<file path="src/core/txdb_params.svh">
// offsets, field positions, reset values and timing counts of the debug packer
`ifndef TXDB_PARAMS_SVH
`define TXDB_PARAMS_SVH
`define TXDB_CLK_PERIOD_NS 10
`define TXDB_AUX_TICK_NS 1000
`define TXDB_AUX_TICK_CYCLES (`TXDB_AUX_TICK_NS / `TXDB_CLK_PERIOD_NS)
`define TXDB_OFS_CTRL 8'h00
`define TXDB_OFS_STATUS 8'h04
`define TXDB_OFS_TICKS 8'h08
`define TXDB_CTRL_CAPTURE_BIT 0
`define TXDB_CTRL_NARROW_BIT 1
`define TXDB_CTRL_RESET 2'h1
`define TXDB_NUM_LANES 4
`define TXDB_LANE_VEC_W 69
`define TXDB_CTRL_VEC_W 96
`define TXDB_AUX_VEC_W 4
`define TXDB_RESP_OKAY 2'h0
`define TXDB_RESP_SLVERR 2'h2
`endif

</file>
<file path="src/core/txdb_pkg.sv">
// types of the transmit link debug packer
package txdb_pkg;
  typedef struct packed {
    logic pll_locked;
    logic [1:0] buffer_status;
    logic [2:0] swing_level;
    logic [4:0] precursor_level;
    logic [4:0] postcursor_level;
    logic [3:0] disparity_override;
    logic [3:0] control_char;
    logic [31:0] data_word;
  } txdb_lane_in_t;

  typedef struct packed {
    logic shared_pll_locked;
    logic [3:0] tx_analog_reset_done;
    logic [3:0] tx_power_down;
    logic [2:0] tx_pattern_select;
    logic [7:0] cfgport_addr;
    logic [3:0] cfgport_rdy;
    logic [15:0] cfgport_write_data;
    logic [15:0] cfgport_read_data;
    logic cfgport_write;
    logic cfgport_enable;
    logic [4:0] cfgport_state;
    logic rate_1g62_selected;
    logic rate_5g4_selected;
    logic rate_2g7_selected;
    logic [1:0] lanes23_reset_complete;
    logic [1:0] lanes01_reset_complete;
    logic cmd_tx_reset;
    logic cmd_channel_pll_reset;
    logic channel_pll_reset;
  } txdb_ctrl_in_t;

  typedef struct packed {
    logic hot_plug_level;
    logic aux_out_enable_n;
    logic aux_tx_data;
    logic aux_rx_data;
  } txdb_aux_in_t;

  typedef logic [68:0] txdb_lane_vec_t;
  typedef logic [95:0] txdb_ctrl_vec_t;
  typedef logic [3:0] txdb_aux_vec_t;
endpackage : txdb_pkg

</file>
<file path="src/core/txdb_debug_packer.sv">
// transmit link debug vector packer with AXI4-Lite control
`include "txdb_params.svh"

module txdb_debug_packer (
  input wire logic aclk,
  input wire logic aresetn,
  input wire logic [7:0] s_axi_awaddr,
  input wire logic s_axi_awvalid,
  output logic s_axi_awready,
  input wire logic [31:0] s_axi_wdata,
  input wire logic [3:0] s_axi_wstrb,
  input wire logic s_axi_wvalid,
  output logic s_axi_wready,
  output logic [1:0] s_axi_bresp,
  output logic s_axi_bvalid,
  input wire logic s_axi_bready,
  input wire logic [7:0] s_axi_araddr,
  input wire logic s_axi_arvalid,
  output logic s_axi_arready,
  output logic [31:0] s_axi_rdata,
  output logic [1:0] s_axi_rresp,
  output logic s_axi_rvalid,
  input wire logic s_axi_rready,
  input wire txdb_pkg::txdb_lane_in_t lane_in [`TXDB_NUM_LANES],
  input wire txdb_pkg::txdb_ctrl_in_t ctrl_in,
  input wire txdb_pkg::txdb_aux_in_t aux_in,
  output txdb_pkg::txdb_lane_vec_t lane_debug [`TXDB_NUM_LANES],
  output txdb_pkg::txdb_ctrl_vec_t ctrl_debug,
  output txdb_pkg::txdb_aux_vec_t aux_debug,
  output logic aux_tick_1mhz
);
  import txdb_pkg::*;

  localparam logic [7:0] TICK_LAST = 8'(`TXDB_AUX_TICK_CYCLES - 1);

  logic [1:0] ctrl_reg;
  logic capture_en;
  logic narrow_mode;
  logic [7:0] tick_cnt_reg;
  logic tick_reg;
  logic [31:0] tick_total_reg;
  txdb_lane_vec_t lane_vec_reg [`TXDB_NUM_LANES];
  txdb_ctrl_vec_t ctrl_vec_reg;
  txdb_aux_vec_t aux_vec_reg;

  logic aw_held_reg;
  logic [7:0] awaddr_reg;
  logic w_held_reg;
  logic [31:0] wdata_reg;
  logic [3:0] wstrb_reg;
  logic awready_reg;
  logic wready_reg;
  logic bvalid_reg;
  logic [1:0] bresp_reg;
  logic arready_reg;
  logic rvalid_reg;
  logic [31:0] rdata_reg;
  logic [1:0] rresp_reg;
  logic wr_commit;
  logic [31:0] status_word;

  assign capture_en = ctrl_reg[`TXDB_CTRL_CAPTURE_BIT];
  assign narrow_mode = ctrl_reg[`TXDB_CTRL_NARROW_BIT];
  assign wr_commit = aw_held_reg & w_held_reg & ~bvalid_reg;

  // 1 MHz timing tick for the aux line coder; exact only when the bus
  // clock is an integer multiple of 1 MHz, which the integrator guarantees
  always_ff @(posedge aclk) begin
    if (!aresetn) begin
      tick_cnt_reg <= 8'h00;
      tick_reg <= 1'b0;
      tick_total_reg <= 32'h0000_0000;
    end else if (tick_cnt_reg == TICK_LAST) begin
      tick_cnt_reg <= 8'h00;
      tick_reg <= 1'b1;
      tick_total_reg <= tick_total_reg + 32'h0000_0001;
    end else begin
      tick_cnt_reg <= tick_cnt_reg + 8'h01;
      tick_reg <= 1'b0;
    end
  end

  // per-lane transceiver vectors; narrow mode zeroes the unused upper lanes of the data, control and disparity fields
  generate
    for (genvar i = 0; i < `TXDB_NUM_LANES; i++) begin : g_lane
      always_ff @(posedge aclk) begin
        if (!aresetn) begin
          lane_vec_reg[i] <= '0;
        end else if (capture_en) begin
          lane_vec_reg[i][31:16] <= narrow_mode ? 16'h0000 : lane_in[i].data_word[31:16];
          lane_vec_reg[i][15:0] <= lane_in[i].data_word[15:0];
          lane_vec_reg[i][35:34] <= narrow_mode ? 2'h0 : lane_in[i].control_char[3:2];
          lane_vec_reg[i][33:32] <= lane_in[i].control_char[1:0];
          lane_vec_reg[i][39:38] <= narrow_mode ? 2'h0 : lane_in[i].disparity_override[3:2];
          lane_vec_reg[i][37:36] <= lane_in[i].disparity_override[1:0];
          lane_vec_reg[i][44:40] <= lane_in[i].postcursor_level;
          lane_vec_reg[i][49:45] <= lane_in[i].precursor_level;
          lane_vec_reg[i][52:50] <= lane_in[i].swing_level;
          lane_vec_reg[i][54:53] <= lane_in[i].buffer_status;
          lane_vec_reg[i][55] <= 1'b0;
          lane_vec_reg[i][56] <= lane_in[i].pll_locked;
          lane_vec_reg[i][68:57] <= 12'h000;
        end
      end
      assign lane_debug[i] = lane_vec_reg[i];
    end
  endgenerate

  // link control vector
  always_ff @(posedge aclk) begin
    if (!aresetn) begin
      ctrl_vec_reg <= '0;
    end else if (capture_en) begin
      ctrl_vec_reg[0] <= ctrl_in.channel_pll_reset;
      ctrl_vec_reg[1] <= ctrl_in.cmd_channel_pll_reset;
      ctrl_vec_reg[2] <= ctrl_in.cmd_tx_reset;
      ctrl_vec_reg[4:3] <= ctrl_in.lanes01_reset_complete;
      ctrl_vec_reg[6:5] <= ctrl_in.lanes23_reset_complete;
      ctrl_vec_reg[7] <= ctrl_in.rate_2g7_selected;
      ctrl_vec_reg[8] <= ctrl_in.rate_5g4_selected;
      ctrl_vec_reg[9] <= ctrl_in.rate_1g62_selected;
      ctrl_vec_reg[14:10] <= ctrl_in.cfgport_state;
      ctrl_vec_reg[15] <= ctrl_in.cfgport_enable;
      ctrl_vec_reg[16] <= ctrl_in.cfgport_write;
      ctrl_vec_reg[32:17] <= ctrl_in.cfgport_read_data;
      ctrl_vec_reg[48:33] <= ctrl_in.cfgport_write_data;
      ctrl_vec_reg[52:49] <= ctrl_in.cfgport_rdy;
      ctrl_vec_reg[60:53] <= ctrl_in.cfgport_addr;
      ctrl_vec_reg[63:61] <= ctrl_in.tx_pattern_select;
      ctrl_vec_reg[67:64] <= ctrl_in.tx_power_down;
      ctrl_vec_reg[71:68] <= ctrl_in.tx_analog_reset_done;
      ctrl_vec_reg[72] <= ctrl_in.shared_pll_locked;
      ctrl_vec_reg[95:73] <= 23'h00_0000;
    end
  end

  // aux vector, bit order follows the struct from bit 0 upward
  always_ff @(posedge aclk) begin
    if (!aresetn) begin
      aux_vec_reg <= 4'h0;
    end else if (capture_en) begin
      aux_vec_reg[0] <= aux_in.aux_rx_data;
      aux_vec_reg[1] <= aux_in.aux_tx_data;
      aux_vec_reg[2] <= aux_in.aux_out_enable_n;
      aux_vec_reg[3] <= aux_in.hot_plug_level;
    end
  end

  // status of the live inputs beside the captured aux vector, so software can compare
  assign status_word = {16'h0000, aux_vec_reg,
                        ctrl_in.shared_pll_locked,
                        lane_in[3].pll_locked, lane_in[2].pll_locked,
                        lane_in[1].pll_locked, lane_in[0].pll_locked,
                        ctrl_in.rate_1g62_selected, ctrl_in.rate_5g4_selected,
                        ctrl_in.rate_2g7_selected,
                        ctrl_in.lanes23_reset_complete, ctrl_in.lanes01_reset_complete};

  // write address and data are held separately so either may arrive first
  always_ff @(posedge aclk) begin
    if (!aresetn) begin
      aw_held_reg <= 1'b0;
      awaddr_reg <= 8'h00;
      awready_reg <= 1'b1;
    end else if (s_axi_awvalid && awready_reg) begin
      aw_held_reg <= 1'b1;
      awaddr_reg <= s_axi_awaddr;
      awready_reg <= 1'b0;
    end else if (wr_commit) begin
      aw_held_reg <= 1'b0;
    end else if (bvalid_reg && s_axi_bready) begin
      awready_reg <= 1'b1;
    end
  end

  always_ff @(posedge aclk) begin
    if (!aresetn) begin
      w_held_reg <= 1'b0;
      wdata_reg <= 32'h0000_0000;
      wstrb_reg <= 4'h0;
      wready_reg <= 1'b1;
    end else if (s_axi_wvalid && wready_reg) begin
      w_held_reg <= 1'b1;
      wdata_reg <= s_axi_wdata;
      wstrb_reg <= s_axi_wstrb;
      wready_reg <= 1'b0;
    end else if (wr_commit) begin
      w_held_reg <= 1'b0;
    end else if (bvalid_reg && s_axi_bready) begin
      wready_reg <= 1'b1;
    end
  end

  // register commit and write response
  always_ff @(posedge aclk) begin
    if (!aresetn) begin
      ctrl_reg <= `TXDB_CTRL_RESET;
      bvalid_reg <= 1'b0;
      bresp_reg <= `TXDB_RESP_OKAY;
    end else if (wr_commit) begin
      bvalid_reg <= 1'b1;
      if (awaddr_reg[7:2] == `TXDB_OFS_CTRL >> 2) begin
        bresp_reg <= `TXDB_RESP_OKAY;
        if (wstrb_reg[0]) begin
          ctrl_reg <= wdata_reg[1:0];
        end
      end else if (awaddr_reg[7:2] == `TXDB_OFS_STATUS >> 2 ||
                   awaddr_reg[7:2] == `TXDB_OFS_TICKS >> 2) begin
        bresp_reg <= `TXDB_RESP_OKAY;
      end else begin
        bresp_reg <= `TXDB_RESP_SLVERR;
      end
    end else if (bvalid_reg && s_axi_bready) begin
      bvalid_reg <= 1'b0;
    end
  end

  // read channel: one cycle from address to data
  always_ff @(posedge aclk) begin
    if (!aresetn) begin
      arready_reg <= 1'b1;
      rvalid_reg <= 1'b0;
      rdata_reg <= 32'h0000_0000;
      rresp_reg <= `TXDB_RESP_OKAY;
    end else if (s_axi_arvalid && arready_reg) begin
      arready_reg <= 1'b0;
      rvalid_reg <= 1'b1;
      rresp_reg <= `TXDB_RESP_OKAY;
      case (s_axi_araddr[7:2])
        `TXDB_OFS_CTRL >> 2: rdata_reg <= {30'h0000_0000, ctrl_reg};
        `TXDB_OFS_STATUS >> 2: rdata_reg <= status_word;
        `TXDB_OFS_TICKS >> 2: rdata_reg <= tick_total_reg;
        default: begin
          rdata_reg <= 32'h0000_0000;
          rresp_reg <= `TXDB_RESP_SLVERR;
        end
      endcase
    end else if (rvalid_reg && s_axi_rready) begin
      rvalid_reg <= 1'b0;
      arready_reg <= 1'b1;
    end
  end

  assign s_axi_awready = awready_reg;
  assign s_axi_wready = wready_reg;
  assign s_axi_bvalid = bvalid_reg;
  assign s_axi_bresp = bresp_reg;
  assign s_axi_arready = arready_reg;
  assign s_axi_rvalid = rvalid_reg;
  assign s_axi_rdata = rdata_reg;
  assign s_axi_rresp = rresp_reg;
  assign ctrl_debug = ctrl_vec_reg;
  assign aux_debug = aux_vec_reg;
  assign aux_tick_1mhz = tick_reg;
endmodule : txdb_debug_packer

</file>
<file path="config.mk">
export PLATFORM = sky130hd
export DESIGN_NAME = txdb_debug_packer
export DESIGN_NICKNAME = d
export VERILOG_FILES = /design/src/core/txdb_pkg.sv /design/src/core/txdb_debug_packer.sv
export VERILOG_INCLUDE_DIRS = /design/src /design/src/core
export SDC_FILE = /design/constraint.sdc
export NUM_CORES = 1
export LEC_CHECK = 0
export BUFFER_PORTS_ARGS = -buffer_cell sky130_fd_sc_hd__clkbuf_2
export CAP_MARGIN = 25
export CORE_AREA = 2 2 306 308
export DETAILED_ROUTE_END_ITERATION = 7
export DIE_AREA = 0 0 308 310
export PLACE_DENSITY = 0.41
export SKIP_CTS_REPAIR_TIMING = 1
export SYNTH_ARGS = -nofsm -noshare
export SYNTH_HDL_FRONTEND = slang
export SYNTH_SLANG_ARGS = --single-unit
</file>
<file path="constraint.sdc">
create_clock -name aclk -period 6.9 [get_ports aclk]
set_input_delay 1.38 -clock aclk [delete_from_list [all_inputs] [get_ports aclk]]
set_output_delay 1.38 -clock aclk [all_outputs]
set_load 0.005 [all_outputs]
</file>
Word level (Yosys, flattened, before mapping)
Memories as Yosys holds them, arrays and structs flattened. Index checks and enable logic that the tools add are counted.

Flip-flop bits (word level): 174. Bits in writable memories: 224. Memories: 1.

Memories: lane_vec_reg (depth 4, bits a word 56, read ports 4, clocked after memory_dff 0, write ports 4, RTL line txdb_debug_packer.sv:42) `` txdb_lane_vec_t lane_vec_reg [`TXDB_NUM_LANES]; ``.

Add/sub/neg operators: 2. Bitwise gates (word level): 48. Eq/ne operators: 7. Reductions and logical operators: 19. Mux-type cells: 78.

Operator list (count): two-way mux 16 bit (12); one-hot mux 32 bit (3 select lines) (1); two-way mux 2 bit (31); bitwise OR 1 bit (44); two-way mux 5 bit (8); adder 32 x 1 -> 32 bit, second input constant (1); two-way mux 1 bit (22); == test 6 x 1 -> 1 bit, second input constant (2); == test 6 x 2 -> 1 bit, second input constant (2); logical NOT 6 bit (2); two-way mux 3 bit (4); nonzero test 2 bit (6); adder 8 x 1 -> 8 bit, second input constant (1); == test 8 x 7 -> 1 bit, second input constant (1); logical AND 1 bit (5); != test 2 x 1 -> 1 bit, second input constant (2); AND reduction 2 bit (2); AND reduction 3 bit (1); OR reduction 3 bit (1); bitwise AND 1 bit (2); NOT 1 bit (2); OR reduction 2 bit (1); logical OR 1 bit (1).

Longest topological paths before layout
Gate-level depths: netlist (run 1).

Depth after elaboration: 4. Depth in mapped cells: 7.

Worst setup path after synthesis (run 1)
Ideal clock, no wire load.

Path type: input to register. Start: in aresetn. End: mem lane_vec_reg[0][0] (netlist name) (enable). Arrival time: 6.830 ns. Path slack: -0.555 ns. Buffers on the path: 2. Stages on the path: 3. Setup time: 0.625 ns. Path through: clkbuf_1 > clkbuf_1 > nand2b_1.

RTL lines: start: declaration (RTL line txdb_debug_packer.sv:6) `input wire logic aresetn,`; end: declaration (RTL line txdb_debug_packer.sv:42).

==> results of run 1 <==
-- metal layers --
metal  global-route usage, %  vias to the layer above
met5                       0                        -
met4                    3.18                        4
met3                    3.98                       80
met2                    20.3                      484
met1                    12.6                     5786
li1                        -                     5684
-- critical path, stage by stage --
cell,delay (ns)
buf_4,0.55
buf_4,0.40
nand2b_4,0.37
buf_12,0.39
-- logic make-up (layout without fill, tap and decap cells) --
group / count (synthesis) / after routing
other cells: 1 / 78
fa+ha+maj: 2 / 2
flops: 394 / 394
buf+inv: 164 / 768
mux: 83 / 83
compound gates: 112 / 112
xor+xnor: 14 / 14
simple gates: 505 / 505
-- metrics by stage --
step                cells  utilization, %  setup slack (ns)  hold WS (ns)
finish               3153            23.1              3.81         0.454
global route         3153            23.1              3.69         0.476
CTS                  3150            23.1              3.79         0.457
detailed placement   3059            21.3              3.14         0.446
global placement     3059            21.3              3.19         0.443
floorplan            1351               -              1.92         0.430
-- cells in the mapped netlist (3+ instances only) --
| cell type | number |
|---|---|
| o21a_1 | 4 |
| a22oi_1 | 14 |
| mux2i_1 | 81 |
| buf_4 | 77 |
| nand4_1 | 13 |
| a21oi_1 | 53 |
| nor4_1 | 5 |
| nor2_1 | 103 |
| nand3_1 | 33 |
| nand2_1 | 73 |
| or3_1 | 7 |
| nor3_1 | 4 |
| o21ai_0 | 25 |
| clkbuf_1 | 82 |
| edfxtp_1 | 224 |
| inv_1 | 3 |
| nand2b_1 | 5 |
| dfxtp_1 | 170 |
| and3_1 | 149 |
| and2_1 | 82 |
| or4_1 | 14 |
| xor2_1 | 8 |
| xnor2_1 | 6 |
| and4_1 | 8 |
| o31ai_1 | 12 |
-- how the worst min path moves through the flow --
stage                         start              end
floorplan           tick_cnt_reg[0]  tick_cnt_reg[0]
global placement    tick_cnt_reg[0]  tick_cnt_reg[0]
detailed placement   s_axi_rdata[7]   s_axi_rdata[7]
CTS                 s_axi_rdata[28]  s_axi_rdata[28]
global route        s_axi_rdata[29]  s_axi_rdata[29]
finish              s_axi_rdata[28]  s_axi_rdata[28]
-- power by group --
part           internal, mW  leakage [nW]  total, mW  switching, mW
clock                  1.52         0.807       2.59           1.07
sequential             2.59          3.99       2.63         0.0453
combinational         0.188          5.52      0.390          0.202
-- area by class of cell --
| class | instances | area [sq um] | area share, % |
|---|---|---|---|
| flip-flops and latches | 394 | 10100 | 47.3 |
| multi-input cells | 793 | 4680 | 21.9 |
| repair buffers | 673 | 3430 | 16.0 |
| well taps | 1197 | 1500 | 7.00 |
| clock buffers | 64 | 1410 | 6.57 |
| clock inverters | 27 | 234 | 1.09 |
| inverters | 4 | 17.5 | 0.0818 |
| diodes | 1 | 2.50 | 0.0117 |
==> impl_results.md, run 1 <==
- Initial antenna violation count: 12
- Status: finished clean
- Root Driver: clkbuf_16
- Via count: between 10000 and 15000
- Hold Violations, Final: 0
- WL met2: approximately 30000 microns
- Core box area: 92500 sq um
- H-tree Lvls: 2
- Worst hold stages: 2
- Largest net degree at the start of global routing: between 150 and 200
- Cell Area, Synth: ~15000 sq um
- Cell Area, Placed: 19700 sq um
- Layout cells sized above 1: between 30% and 40%
- Rel. slew slack: a little over a third
- Synth top area share: between 40% and 50%
- DR iter-0 viols: about 790
- Synth Flop Type: edfxtp_1
- Tot GR Track Use: between 10% and 20%
- Post-DP HPWL: approximately 43000 microns
- Seq cells post-synth: 394
- Routed wire length: just under 60000 microns
- Tcrit/Tclk final: 44.8%
- RSZ-0062 raised after global routing: no
- Most frequent cells in the layout: 662 x clkbuf_2, 224 x edfxtp_1, 169 x dfxtp_1, 149 x and3_1, 102 x nor2_1
- FILL cells: roughly 10000
- CTS buffer count: 50
- HP Class: flip-flop to flip-flop
- Vias in the first global route: between 10000 and 15000
- R2R depth: 4
- Post-Synthesis Cells: approximately 1300
- GPL Wtd Cong: about 0.81
- Final Max Tran Viols: 0
- Row count: about 110
- Synth Area in Adders: less than 1%
- Max IR drop VDD: about 150 uV
- CP Data Arrival Time: about 3.3 ns
- Most common cell after layout, fill and taps aside: clkbuf_2
- Register area share after synthesis: about 66%
- Post-route ant nets: 0
- Ys async rst share: 0%
- TritonCTS clock tree: built
- Post-synth cell types: 40
- Global-route wire length before repair: ~80000 microns
- Multiplexer share of the synthesized area: 5.40%
- CP max FO: 134
- Pleak: approximately 10 nW
- Die Y: ~310 microns
- Fmax achieved: about 0.32 GHz
- Leading post-synthesis cells by cell area: edfxtp_1 44%, dfxtp_1 22%, and3_1 6.0%, mux2i_1 5.3%, buf_4 3.7%
- R2r startpoint: tick_total_reg[11]
- Chip width: a little over 300 microns
- Worst-Margin Slew: approximately 0.95 ns
- Max FFs per register: roughly 220
- # DRC: 0
- Met3 routed WL: ~5200 microns
- Vias per inst: between 3 and 4
- Synthesis-to-layout area growth: 38.8%
- Final clock skew: approximately 0.025 ns
- Metal1 wirelength: between 20000 and 25000 microns
- Starting density of the core: ~17%
- IO Port Bufs: 663
- Number of synthesized flops with an enable pin: 224
- Crit path launch: aresetn
- Final setup fails: 0
- Worst reg2reg setup slack: roughly 4.3 ns
- XOR/XNOR Fraction of Synth Area: less than 1%
- Worst-path clk slew: 0.06 ns
- Routed wire length per instance: around 18 microns
- Final total power: roughly 5.6 mW
- Worst Path Required: roughly 7.1 ns
- R2r endpoint: tick_total_reg[21]
- Total of max-cap violations: 0
- Clock period minus worst slack: about 3.1 ns
- # IOs: between 700 and 800
- Largest family of logic cells by synthesized area: simple AND/OR/NAND/NOR gates
- Simple-Gate Fraction of Synth Area: between 10% and 20%
- Yosys warnings: 0
- Synth Area in Compound Gates: 4.21%
- Longest Clk Path Bufs: 3
- Crit path kind: primary input to flip-flop
- Critical Path End: lane_vec_reg[3][24]
- Nets: 2278
- Highest routed metal layer: met5
- CP Launch Type: primary input
- Drt pass-1 iters: 5
- Fin Setup TNS: 0 ns
- Clock sink total: between 300 and 400
- Finished Cell Area: around 21000 sq um
- Post-synth top area cell: edfxtp_1
- Die ar.: roughly 95000 sq um
- Syn Area/Cell: between 10 and 15 sq um
- Crit. End Element: flip-flop
- Worst-Skew Late Latency: around 0.59 ns
- PD cells: 262 nW/um^2
- GRT overflow: 0
Note: power is estimated with default switching activity, not from simulation.
==> run 2, diff against run 1 <==
clock period = 2.8 ns   (was 6.9 ns; I/O delays follow)
==> impl_results.md, run 2 (synthesized netlist as in run 1, its figures left out) <==
- Chip width: 308 microns (unchanged)
- Crit-path max cell delay: 0.59 ns (+0.04 ns)
- Max FFs per register: 224 (unchanged)
- Hold Violations, Final: 0 (unchanged)
- Status: finished clean
- Fmax achieved: ~0.44 GHz
- # IOs: 778 (unchanged)
- Tcrit/Tclk final: between 80% and 90%
- Worst-Skew Late Latency: 0.60 ns (about the same)
- CP max FO: 10 (-93%)
- Worst-Margin Slew: 0.915 ns (-0.0382 ns)
- Switching share of total power: 23.4% (-0.037 points)
- Critical-path top delay cell: or3_1
- Largest net degree at the start of global routing: 172 (-8.0%)
- Total of max-cap violations: 0 (unchanged)
- Most common cell after layout, fill and taps aside: clkbuf_2
- GRT overflow: 0 (unchanged)
- DR iter-0 viols: 689 (-13%)
- Worst-path clk slew: 0.06 ns (about the same)
- Final clock skew: 0.0166 ns (-0.00855 ns)
- CP Data Arrival Time: 2.82 ns (-0.47 ns)
- Clock period minus worst slack: ~2.3 ns
- Initial antenna violation count: 6 (-6)
- Core box area: 92500 sq um (unchanged)
- Starting density of the core: 16.7% (unchanged)
- PD cells: 635 nW/um^2 (+140%)
- Layout cells sized above 1: 39.2% (-0.049 points)
- Net Switching: 3.19 mW (+140%)
- H-tree Lvls: 2 (unchanged)
- Nets: 2288 (+0.44%)
- Worst Path Required: 3.33 ns (-3.77 ns)
- GPL Wtd Cong: 0.772 (-4.4%)
- RSZ-0062 raised after global routing: no
- Max IR drop VDD: 396 uV (+170%)
- Final setup fails: 0 (unchanged)
- Post-DP HPWL: 42600 microns (-0.51%)
- Crit path cell chain: or4b_4, or3_1, or4_1, a21oi_1
- Row count: 112 (unchanged)
- Crit path kind: flip-flop to flip-flop
- Combinational fraction of design power: 7.2% (+0.3 points)
- TritonCTS clock tree: built
- Die ar.: 95500 sq um (unchanged)
- Final design utilization: 23.2% (+0.070 points)
- Delay-heaviest family, CP: simple AND/OR/NAND/NOR gates
- Buf/Inv on CP: 0 (-3)
- Via count: 12000 (+0.058%)
- Longest Clk Path Bufs: 3 (unchanged)
- Crit. End Element: flip-flop
- Synthesis-to-layout area growth: 39.2%
- Root Driver: clkbuf_16
- Routed wire length: 56800 microns (-1.5%)
- IO Port Bufs: 663 (unchanged)
- Vias per inst: 3.81 (-0.29%)
- Post-route ant nets: 0 (unchanged)
- # DRC: 0 (unchanged)
- Pleak: 10.3 nW (+0.24%)
- Tot GR Track Use: 11.2% (-0.18 points)
- Drt pass-1 iters: 4 (-1)
- FILL cells: 10100 (-0.12%)
- Worst hold margin: 0.184 ns (-0.270 ns)
- Clock Power Share: 45.2% (-1.0 points)
- HP Class: primary input to flip-flop
- Most frequent cells in the layout: 662 x clkbuf_2, 224 x edfxtp_1, 169 x dfxtp_1, 149 x and3_1, 102 x nor2_1
- Die Y: 310 microns (unchanged)
- Vias in the first global route: 11800 (-0.18%)
- Global-route wire length before repair: 79100 microns (-1.7%)
- Sequential share of power: 47.6% (+0.7 points)
- Final Max Tran Viols: 0 (unchanged)
- Internal: 10.4 mW (+140%)
- Fin Setup TNS: 0 ns (unchanged)
- CP Launch Type: flip-flop
- Rel. slew slack: 39.0% (+2.8 points)
- Clock sink total: 394 (unchanged)
- CTS buffer count: 49 (-2.0%)
- Routed wire length per instance: 17.9 microns (-1.9%)
-- run 2: layout make-up --
cell class                 instances  area (sq um)  share of cell area [%]
sequential                       394         10100                    47.2
multi-input combinational        793          4680                    21.8
timing repair buffer             684          3570                    16.6
tap                             1197          1500                    6.98
clock buffer                      61          1340                    6.25
clock inverter                    24           210                   0.979
inverter                           4          17.5                  0.0816
antenna                            7          17.5                  0.0816
-- run 2: path summary, 6_finish.rpt --
check | start | cells past startpoint | slack, ns | end
max | tick_cnt_reg[3] | 4 | 0.51 | tick_total_reg[18]
min | s_axi_awaddr[6] | 3 | 0.18 | awaddr_reg[6]
max reg2reg | tick_cnt_reg[3] | 4 | 0.51 | tick_total_reg[18]
min reg2reg | s_axi_rdata[24] | 2 | 0.45 | s_axi_rdata[24]
-- run 2: power by group through the flow --
stage | clock network (mW) | logic (mW) | registers, mW
after CTS | 6.43 | 1.01 | 6.49
after global placement | 0 | 0.996 | 6.61
after floorplan | 0 | 0.399 | 6.62
final | 6.16 | 0.975 | 6.49
after detailed placement | 0 | 1.00 | 6.61
after global routing | 6.65 | 1.09 | 6.51
-- run 2: routing by layer --
layer	wire (microns)	GRT usage, %	vias up
met4	1210	3.24	0
met3	4490	3.51	75
met5	0	0	-
met1	23300	13.3	5768
met2	27800	19.2	480
li1	-	-	5722
-- run 2: tightest hold or removal path: stages --
cell and delay (ns):
clkbuf_2 0.08, nand2_1 0.05, a21oi_1 0.05
-- run 2: through the flow --
stage | instances | worst slack, ns | power [mW] | instance area [sq um]
after global routing | 3160 | 0.411 | 14.3 | 21500
after global placement | 3072 | 0.519 | 7.60 | 19900
after CTS | 3157 | 0.505 | 13.9 | 21500
after detailed placement | 3072 | 0.507 | 7.61 | 19900
after floorplan | 1351 | -0.0166 | 7.02 | 15700
final | 3164 | 0.510 | 13.6 | 21500
